$ cat config.mk
export PLATFORM = sky130hd
export DESIGN_NAME = dss_drive_state
export DESIGN_NICKNAME = d
export VERILOG_FILES = /design/src/dss_pkg.sv /design/src/dss_drive_state.sv /design/src/dss_ramp_timer.sv
export SDC_FILE = /design/constraint.sdc
export NUM_CORES = 1
export LEC_CHECK = 0
export BUFFER_PORTS_ARGS = -buffer_cell sky130_fd_sc_hd__buf_2
export CAP_MARGIN = 20
export CORE_ASPECT_RATIO = 1.5
export CORE_MARGIN = 3
export CORE_UTILIZATION = 30
export DETAILED_ROUTE_END_ITERATION = 7
export PLACE_DENSITY_LB_ADDON = 0.1
export SYNTH_ARGS = -nofsm -noshare
export SYNTH_HDL_FRONTEND = slang
export SYNTH_SLANG_ARGS = --single-unit
$ cat constraint.sdc
create_clock -name clk -period 6.78 [get_ports clk]
set_clock_uncertainty 0.2 [all_clocks]
set_input_delay 0 -clock clk [delete_from_list [all_inputs] [get_ports clk]]
set_output_delay 0 -clock clk [all_outputs]
set_load 0.1 [all_outputs]
$ cat src/dss_pkg.sv
package dss_pkg;

  // Object indexes on the object-dictionary port
  localparam logic [15:0] OD_IDX_CTRL      = 16'h6040;
  localparam logic [15:0] OD_IDX_STATUS    = 16'h6041;
  localparam logic [15:0] OD_IDX_SLOW_TIME = 16'h6050;
  localparam logic [15:0] OD_IDX_QS_OPT    = 16'h605a;
  localparam logic [15:0] OD_IDX_FR_OPT    = 16'h605e;

  // Reset values
  localparam logic [15:0] CTRL_RST      = 16'h0000;
  localparam logic [31:0] SLOW_TIME_RST = 32'h0000_0000;
  localparam logic [15:0] QS_OPT_RST    = 16'h0000;
  localparam logic [15:0] FR_OPT_RST    = 16'h0000;

  // Status word bit positions
  localparam int ST_RTSO   = 0;
  localparam int ST_SWON   = 1;
  localparam int ST_OPEN   = 2;
  localparam int ST_FAULT  = 3;
  localparam int ST_VOLT   = 4;
  localparam int ST_QS     = 5;
  localparam int ST_SOD    = 6;
  localparam int ST_WARN   = 7;
  localparam int ST_TARGET = 10;
  localparam int ST_MODE_A = 12;
  localparam int ST_MODE_B = 13;

  // Control word bit positions
  localparam int CW_SWON   = 0;
  localparam int CW_VOLT   = 1;
  localparam int CW_QS_N   = 2;
  localparam int CW_ENOP   = 3;
  localparam int CW_FRESET = 7;

  // Operating mode codes
  localparam logic [7:0] MODE_PP = 8'h01;
  localparam logic [7:0] MODE_PV = 8'h03;
  localparam logic [7:0] MODE_HM = 8'h06;
  localparam logic [7:0] MODE_IP = 8'h07;

  // Stop option codes
  localparam logic [15:0] OPT_COAST      = 16'h0000;
  localparam logic [15:0] OPT_QUICK      = 16'h0001;
  localparam logic [15:0] OPT_SLOW       = 16'h0002;
  localparam logic [15:0] OPT_QUICK_HOLD = 16'h0003;
  localparam logic [15:0] OPT_SLOW_HOLD  = 16'h0004;

  // Timing
  localparam int MS_NS     = 1000000;
  localparam int CLK_NS    = 20;
  localparam int MS_CYCLES = MS_NS / CLK_NS;

  typedef enum logic [2:0] {
    NOT_READY, SW_ON_DIS, READY, SWITCHED_ON, OP_ENABLED, QS_ACTIVE, FAULT_REACT, FAULT
  } dss_state_e;

  typedef enum logic [1:0] {STOP_COAST, STOP_QUICK, STOP_SLOW} dss_stop_e;

  // Ramp kind for an option; hold codes only legal when allowed, else coast
  function automatic dss_stop_e stop_kind(input logic [15:0] opt, input logic hold_ok);
    case (opt)
      OPT_QUICK:      stop_kind = STOP_QUICK;
      OPT_SLOW:       stop_kind = STOP_SLOW;
      OPT_QUICK_HOLD: stop_kind = hold_ok ? STOP_QUICK : STOP_COAST;
      OPT_SLOW_HOLD:  stop_kind = hold_ok ? STOP_SLOW : STOP_COAST;
      default:        stop_kind = STOP_COAST;
    endcase
  endfunction

endpackage

$ cat src/dss_drive_state.sv
`timescale 1ns/1ns
// Notes on behaviour
// - Read-only 16-bit status: bits 0-6 state flags, bit 7 warning, bit 10 target reached, bits 12/13 mode flags, others zero.
// - Bits 12/13 show mode-specific flags for position, homing, interpolation and velocity modes.
// - Not ready reads x0xx 0000; switch-on disabled reads x1xx 0000.
// - Ready x01x 0001, switched on x01x 0011, operation enabled x01x 0111.
// - Quick stop x00x 0111, fault reaction x0xx 1111, fault x0xx 1000.
// - Quick-stop option 0 removes torque and lets the motor coast.
// - Options 1 and 2 ramp quick or slow, then go to switch-on disabled.
// - Options 3 and 4 ramp quick or slow, then hold quick-stop with drive enabled.
// - Fault option 0 removes torque and lets the motor freewheel.
// - Fault options 1 and 2 ramp quick or slow, then enter fault.
// - Slow-stop time is unsigned 32-bit milliseconds, reset zero, sets slow ramp duration.
// - Control word 2 when enabled starts the configured quick stop.
module dss_drive_state #(
  parameter int MS_CYCLES = dss_pkg::MS_CYCLES
) (
  input  wire logic        clk,
  input  wire logic        rst_n,
  input  wire logic        ce,
  input  wire logic        od_wr,
  input  wire logic        od_rd,
  input  wire logic [15:0] od_index,
  input  wire logic [31:0] od_wdata,
  output logic [31:0]      od_rdata_q,
  output logic             od_ack_q,
  output logic             od_err_q,
  input  wire logic        init_done,
  input  wire logic        fault_in,
  input  wire logic        warning_in,
  input  wire logic        target_reached,
  input  wire logic        motor_still,
  input  wire logic [7:0]  mode,
  input  wire logic        setpoint_ack,
  input  wire logic        follow_err,
  input  wire logic        homing_done,
  input  wire logic        homing_err,
  input  wire logic        interp_active,
  input  wire logic        zero_speed,
  output logic [15:0]      status_word_q,
  output logic             torque_en_q,
  output logic             decel_q,
  output logic             ramp_slow_q
);

  // Refuse a prescaler that cannot count a millisecond
  if (MS_CYCLES < 1) begin : g_bad_ms_cycles
    $error("MS_CYCLES must be at least 1");
  end

  dss_pkg::dss_state_e state_q, state_d;
  logic [15:0] cw_q, cw_d, qs_opt_q, qs_opt_d, fr_opt_q, fr_opt_d, status_d;
  logic [31:0] slow_ms_q, slow_ms_d, rdata_d;
  logic        stopped_q, stopped_d, torque_d, decel_d, slow_d, ack_d, err_d;
  logic        tmr_start, tmr_run, tmr_done;
  dss_pkg::dss_stop_e qs_kind, fr_kind, act_kind;
  logic        qs_hold, stop_now;
  logic        cmd_shutdown, cmd_swon, cmd_enable, cmd_disvolt, cmd_qstop, freset;

  // Control word command decode
  assign cmd_disvolt  = !cw_q[dss_pkg::CW_VOLT];
  assign cmd_qstop    = cw_q[dss_pkg::CW_VOLT] && !cw_q[dss_pkg::CW_QS_N];
  assign cmd_shutdown = cw_q[2:0] == 3'h6;
  assign cmd_swon     = cw_q[2:0] == 3'h7;
  assign cmd_enable   = cw_q[3:0] == 4'hf;
  assign freset       = od_wr && od_index == dss_pkg::OD_IDX_CTRL
                        && od_wdata[dss_pkg::CW_FRESET] && !cw_q[dss_pkg::CW_FRESET];

  // Reaction decode; reserved codes give coast
  assign qs_kind  = dss_pkg::stop_kind(qs_opt_q, 1'b1);
  assign fr_kind  = dss_pkg::stop_kind(fr_opt_q, 1'b0);
  assign qs_hold  = qs_opt_q == dss_pkg::OPT_QUICK_HOLD || qs_opt_q == dss_pkg::OPT_SLOW_HOLD;
  assign act_kind = (state_q == dss_pkg::FAULT_REACT) ? fr_kind : qs_kind;
  // Quick ramp ends at standstill; slow ramp ends when the set time elapses
  assign stop_now = (act_kind == dss_pkg::STOP_SLOW) ? tmr_done : motor_still;

  // Object-dictionary writes and reads
  always_comb begin
    cw_d      = cw_q;
    slow_ms_d = slow_ms_q;
    qs_opt_d  = qs_opt_q;
    fr_opt_d  = fr_opt_q;
    rdata_d   = od_rdata_q;
    ack_d     = od_wr || od_rd;
    err_d     = 1'b0;
    if (od_wr) begin
      case (od_index)
        dss_pkg::OD_IDX_CTRL:      cw_d = od_wdata[15:0];
        dss_pkg::OD_IDX_SLOW_TIME: slow_ms_d = od_wdata;
        dss_pkg::OD_IDX_QS_OPT:    qs_opt_d = od_wdata[15:0];
        dss_pkg::OD_IDX_FR_OPT:    fr_opt_d = od_wdata[15:0];
        default:                   err_d = 1'b1;
      endcase
    end else if (od_rd) begin
      case (od_index)
        dss_pkg::OD_IDX_CTRL:      rdata_d = {16'h0000, cw_q};
        dss_pkg::OD_IDX_STATUS:    rdata_d = {16'h0000, status_word_q};
        dss_pkg::OD_IDX_SLOW_TIME: rdata_d = slow_ms_q;
        dss_pkg::OD_IDX_QS_OPT:    rdata_d = {16'h0000, qs_opt_q};
        dss_pkg::OD_IDX_FR_OPT:    rdata_d = {16'h0000, fr_opt_q};
        default: begin
          rdata_d = 32'h0000_0000;
          err_d   = 1'b1;
        end
      endcase
    end
  end

  // Drive state machine; a fault overrides every command except fault reset in the fault state
  always_comb begin
    state_d = state_q;
    if (fault_in && state_q != dss_pkg::FAULT_REACT && state_q != dss_pkg::FAULT) begin
      state_d = dss_pkg::FAULT_REACT;
    end else begin
      case (state_q)
        dss_pkg::NOT_READY:   if (init_done) state_d = dss_pkg::SW_ON_DIS;
        dss_pkg::SW_ON_DIS:   if (cmd_shutdown) state_d = dss_pkg::READY;
        dss_pkg::READY: begin
          if (cmd_disvolt || cmd_qstop) state_d = dss_pkg::SW_ON_DIS;
          else if (cmd_swon) state_d = dss_pkg::SWITCHED_ON;
        end
        dss_pkg::SWITCHED_ON: begin
          if (cmd_disvolt || cmd_qstop) state_d = dss_pkg::SW_ON_DIS;
          else if (cmd_enable) state_d = dss_pkg::OP_ENABLED;
          else if (cmd_shutdown) state_d = dss_pkg::READY;
        end
        dss_pkg::OP_ENABLED: begin
          if (cmd_disvolt) state_d = dss_pkg::SW_ON_DIS;
          else if (cmd_qstop) state_d = dss_pkg::QS_ACTIVE;
          else if (cmd_shutdown) state_d = dss_pkg::READY;
          else if (cmd_swon && !cw_q[dss_pkg::CW_ENOP]) state_d = dss_pkg::SWITCHED_ON;
        end
        dss_pkg::QS_ACTIVE: begin
          if (cmd_disvolt || qs_kind == dss_pkg::STOP_COAST) state_d = dss_pkg::SW_ON_DIS;
          else if (!qs_hold && (stopped_q || stop_now)) state_d = dss_pkg::SW_ON_DIS;
          else if (qs_hold && stopped_q && cmd_enable) state_d = dss_pkg::OP_ENABLED;
        end
        dss_pkg::FAULT_REACT: begin
          if (fr_kind == dss_pkg::STOP_COAST) state_d = dss_pkg::FAULT;
          else if (stopped_q || stop_now) state_d = dss_pkg::FAULT;
        end
        dss_pkg::FAULT:       if (freset) state_d = dss_pkg::SW_ON_DIS;
        default:              state_d = dss_pkg::NOT_READY;
      endcase
    end
  end

  // Ramp timer runs while a stop is in progress
  assign tmr_start = state_d != state_q;
  assign tmr_run   = state_q == dss_pkg::QS_ACTIVE || state_q == dss_pkg::FAULT_REACT;

  dss_ramp_timer #(
    .MS_CYCLES (MS_CYCLES)
  ) u_ramp_timer (
    .clk      (clk),
    .rst_n    (rst_n),
    .ce       (ce),
    .start    (tmr_start),
    .run      (tmr_run),
    .limit_ms (slow_ms_q),
    .done_q   (tmr_done)
  );

  // Torque, ramp selection and status word from the next state
  always_comb begin
    dss_pkg::dss_stop_e nk;
    nk        = (state_d == dss_pkg::FAULT_REACT) ? fr_kind : qs_kind;
    stopped_d = (state_d == state_q) && tmr_run && (stopped_q || stop_now);
    torque_d  = 1'b0;
    if (state_d == dss_pkg::OP_ENABLED) torque_d = 1'b1;
    else if (state_d == dss_pkg::QS_ACTIVE || state_d == dss_pkg::FAULT_REACT)
      torque_d = nk != dss_pkg::STOP_COAST;
    decel_d   = torque_d && state_d != dss_pkg::OP_ENABLED && !stopped_d;
    slow_d    = decel_d && nk == dss_pkg::STOP_SLOW;
    status_d  = 16'h0000;
    case (state_d)
      dss_pkg::NOT_READY:   status_d[7:0] = 8'h00;
      dss_pkg::SW_ON_DIS:   status_d[7:0] = 8'h40;
      dss_pkg::READY:       status_d[7:0] = 8'h31;
      dss_pkg::SWITCHED_ON: status_d[7:0] = 8'h33;
      dss_pkg::OP_ENABLED:  status_d[7:0] = 8'h37;
      dss_pkg::QS_ACTIVE:   status_d[7:0] = 8'h17;
      dss_pkg::FAULT_REACT: status_d[7:0] = 8'h0f;
      dss_pkg::FAULT:       status_d[7:0] = 8'h08;
      default:              status_d[7:0] = 8'h00;
    endcase
    status_d[dss_pkg::ST_WARN]   = warning_in;
    status_d[dss_pkg::ST_TARGET] = target_reached;
    case (mode)
      dss_pkg::MODE_PP: status_d[13:12] = {follow_err, setpoint_ack};
      dss_pkg::MODE_HM: status_d[13:12] = {homing_err, homing_done};
      dss_pkg::MODE_IP: status_d[13:12] = {1'b0, interp_active};
      dss_pkg::MODE_PV: status_d[13:12] = {1'b0, zero_speed};
      default:          status_d[13:12] = 2'h0;
    endcase
  end

  always_ff @(posedge clk or negedge rst_n) begin
    if (!rst_n) begin
      state_q       <= dss_pkg::NOT_READY;
      cw_q          <= dss_pkg::CTRL_RST;
      slow_ms_q     <= dss_pkg::SLOW_TIME_RST;
      qs_opt_q      <= dss_pkg::QS_OPT_RST;
      fr_opt_q      <= dss_pkg::FR_OPT_RST;
      stopped_q     <= 1'b0;
      status_word_q <= 16'h0000;
      torque_en_q   <= 1'b0;
      decel_q       <= 1'b0;
      ramp_slow_q   <= 1'b0;
      od_rdata_q    <= 32'h0000_0000;
      od_ack_q      <= 1'b0;
      od_err_q      <= 1'b0;
    end else if (ce) begin
      state_q       <= state_d;
      cw_q          <= cw_d;
      slow_ms_q     <= slow_ms_d;
      qs_opt_q      <= qs_opt_d;
      fr_opt_q      <= fr_opt_d;
      stopped_q     <= stopped_d;
      status_word_q <= status_d;
      torque_en_q   <= torque_d;
      decel_q       <= decel_d;
      ramp_slow_q   <= slow_d;
      od_rdata_q    <= rdata_d;
      od_ack_q      <= ack_d;
      od_err_q      <= err_d;
    end
  end
endmodule // dss_drive_state

$ cat src/dss_ramp_timer.sv
`timescale 1ns/1ns
// Times a slow-ramp stop in milliseconds
module dss_ramp_timer #(
  parameter int MS_CYCLES = dss_pkg::MS_CYCLES
) (
  input  wire logic        clk,
  input  wire logic        rst_n,
  input  wire logic        ce,
  input  wire logic        start,
  input  wire logic        run,
  input  wire logic [31:0] limit_ms,
  output logic             done_q
);

  localparam int PW = (MS_CYCLES > 1) ? $clog2(MS_CYCLES) : 1;

  // Refuse a prescaler that cannot count a millisecond
  if (MS_CYCLES < 1) begin : g_bad_ms_cycles
    $error("MS_CYCLES must be at least 1");
  end

  logic [PW-1:0] pre_q, pre_d;
  logic [31:0]   ms_q, ms_d;
  logic          done_d;

  // Millisecond prescaler and elapsed count
  always_comb begin
    pre_d  = pre_q;
    ms_d   = ms_q;
    done_d = 1'b0;
    if (start || !run) begin
      pre_d = '0;
      ms_d  = 32'h0000_0000;
    end else begin
      done_d = (ms_q >= limit_ms);
      if (pre_q == PW'(MS_CYCLES - 1)) begin
        pre_d = '0;
        if (ms_q != 32'hffff_ffff) ms_d = ms_q + 32'h0000_0001;
      end else begin
        pre_d = pre_q + PW'(1);
      end
    end
  end

  always_ff @(posedge clk or negedge rst_n) begin
    if (!rst_n) begin
      pre_q  <= '0;
      ms_q   <= 32'h0000_0000;
      done_q <= 1'b0;
    end else if (ce) begin
      pre_q  <= pre_d;
      ms_q   <= ms_d;
      done_q <= done_d;
    end
  end

endmodule // dss_ramp_timer

==> reports/results.ini <==
[clock_tree]
htreeDepth = 4
hold_buffers = 51
cts_buffer_depth = 2
cts_root_buf = clkbuf_16
ctsResizeCount = 0
clkSinkCount = 181
cts_tree = done
clock_latency_ps = 450
cts_buffers = 17
post_cts_buffers = 0
clk_pin_slew_ps = 70

[timing]
hold_viol = 0
layout_setup_ws_ps = 3198
relSlewSlack_pct = 35.36
final-setup-viol-count = 0
fin_crit_sh_pct = 52.83
setup_tns_ps = 0
maxSlewViolCount = 0
tightest_slew_ps = 969.6
rsz0062_at_grt = no
min_period_ps = 3582
max_freq_ghz = 0.2792

[setup_path]
endpoint_kind = flip-flop
rr_worst_depth = 7
required_ps = 6910
cp-start-kind = flip-flop
r2r_end = u_ramp_timer.pre_q[7]
critical_path.max_fanout = 18
crit_chain = nor4_1, nand4_1, o2111a_2, o21ai_2, nor2_1, and3_1, a211o_1
max_stage_delay_ps = 650
cp_num_buf_inv = 0
critPathKind = flip-flop to flip-flop
arrival_ps = 3720
slowest_stage = o21ai_2
timing.rr.start = fr_opt_q[13]
r2r_setup_slack_ps = 3200
cp_top_family = simple AND/OR/NAND/NOR gates

[placement]
port_buffers = 119
dpl.cell_count = 1478
pre_cts_slack_ps = 3095
gp_congestion = 0.7936
place_hpwl_mm = 21.32

[global_routing]
grt_use_met1_pct = 20.27
grt_use_met2_pct = 30.64
antenna_found_initial = 0
grtUsageTotal_pct = 17.06
grt_pass1_vias = 8168
grt_max_degree = 79
grt_use_met3_pct = 2.922
top_usage_layer = met2
gr-total-overflow = 0
grt_pass1_wl_mm = 46.23

[layout]
register_area_mm2 = 0.004529
final_cells = 1561
n_fill_cell = 3253
drive_above_1_share_pct = 22.33
final_common_cell = dfrtp_1
area_growth_syn_to_layout_pct = 21.44
diodes = 0
final_cell_mix = dfrtp_1 (181), buf_2 (118), nand2_1 (115)
multi_input_area_mm2 = 0.004851
fin_nets = 1245
final_util_pct = 37.08

[power]
p_int_uw = 1772
p_per_area_mw_per_mm2 = 232.1
ir_drop_v = 0.0001459
clockPowerShare_pct = 35.7
p_seq_share_pct = 42.4
power.share.switching_pct = 35.54
netSwitchingPower_uw = 976.7
p_leak_uw = 0.005569
p_comb_share_pct = 21.9

[logic_synthesis]
syn_area_per_cell_um2 = 9.929
ys_ff_latch = 181
ys_types = 80
ys.flop_type = dfrtp_1
synthesis.area_mm2 = 0.009751
syn_inst = 982
async_flop_share_pct = 100.0
synth_seq_area_share_pct = 46.45
yosysWarnings = 0
synth_edf_count = 0

[outcome]
status = finished, final reports clean

[hold_path]
holdPathStages = 5
hold_start = od_wr
worstHoldEndpoint = od_err_q
hold_path_class = input port to flip-flop

[drt]
routed-via-count = 7927
postRouteAntennaNets = 0
wl_mm = 29.34
firstDrtPassIters = 5
avgViaCountPerCell = 5.078
route.detailed.drc = 0
drt_iter0_drc = 346
wl_per_cell_um = 18.79

[floorplan]
rows = 80
start_util_pct = 30.54
ios = 125
core_area_mm2 = 0.03193
die_h_um = 226.8
dieWidth_um = 153.2
dieArea_mm2 = 0.03475

[run]
max_cap_viol_count = 0

[synth_stat cells (17+ instances only)]
library cell / n / area (um2)
clkbuf_1: 30 / 112.6
mux2i_1: 21 / 210.2
inv_1: 50 / 187.7
xor2_1: 17 / 148.9
nor2_1: 66 / 247.7
ha_1: 35 / 437.9
dfrtp_1: 181 / 4529
nand2_1: 115 / 431.7
o31ai_1: 24 / 180.2
mux2_2: 63 / 709.4
nand3_1: 34 / 170.2
a21oi_1: 24 / 120.1
o21ai_0: 92 / 460.4
[sequential cells by signal (all words and copies together), names as in the netlist]
register and count:
status_word_q 11, ramp_slow_q 1, fr_opt_q 16, od_rdata_q 32, state_q 3, decel_q 1
torque_en_q 1, slow_ms_q 32, u_ramp_timer.done_q 1, u_ramp_timer.ms_q 32, cw_q 16, od_err_q 1
od_ack_q 1, u_ramp_timer.pre_q 16, stopped_q 1, qs_opt_q 16
[final cells by class]
cell class | count | area share [%]
inverters | 50 | 1.585
well taps | 410 | 4.332
clock buffers | 17 | 3.593
repair buffers | 180 | 10.05
flip-flops and latches | 181 | 38.25
clock inverters | 15 | 1.226
multi-input cells | 708 | 40.97
[metrics by stage]
stage | power, uW | hold slack [ps] | area, um2
after global placement | 1775 | -76.00 | 10760
after CTS | 2796 | 41.69 | 11840
final | 2748 | 41.99 | 11840
after floorplan | 1596 | -495.6 | 9766
after detailed placement | 1771 | -81.93 | 10760
after global routing | 2879 | 75.99 | 11840
[worst min-delay path, delay by kind of cell]
family / cells / cell delay [ps]
compound gates: 2 / 200
buf+inv: 2 / 230
simple gates: 1 / 190
[kinds of logic after synthesis]
logic type | Yosys count | share of synthesized area (%)
adders and majority gates | 35 | 4.491
DFF | 181 | 46.45
xor gates and xnor gates | 19 | 1.707
other | 1 | 0.03846
and+or+nand+nor | 338 | 17.80
AOI/OAI and AO/OA | 226 | 15.77
muxes | 85 | 9.547
buffers and inverters | 97 | 4.196
[layer usage]
layer,vias to the layer above,share of wire [%]
li1,3861,-
met1,3915,42
met2,115,52
met3,36,2.6
met4,0,3.1
met5,-,0
[power groups by stage]
stage	Clock (uW)	Combinational, uW	Sequential (uW)
after CTS	1020	608	1170
after global placement	0	589	1190
after global routing	1060	645	1170
after detailed placement	0	583	1190
after floorplan	0	281	1320
final	981	601	1170
[worst max-delay path by stage]
stage            startpoint                      to  slack, ps  cells after the start
6_report       fr_opt_q[13]   u_ramp_timer.pre_q[7]       3200                      7
5_1_grt        fr_opt_q[13]   u_ramp_timer.pre_q[7]       2870                      7
4_1_cts        fr_opt_q[13]   u_ramp_timer.pre_q[7]       3040                      7
3_5_place_dp   fr_opt_q[13]   u_ramp_timer.pre_q[7]       3090                      7
3_3_place_gp   fr_opt_q[13]   u_ramp_timer.pre_q[7]       3140                      7
2_1_floorplan   qs_opt_q[3]  u_ramp_timer.pre_q[11]       3990                      9
Note: power is estimated with default switching activity, not from simulation.
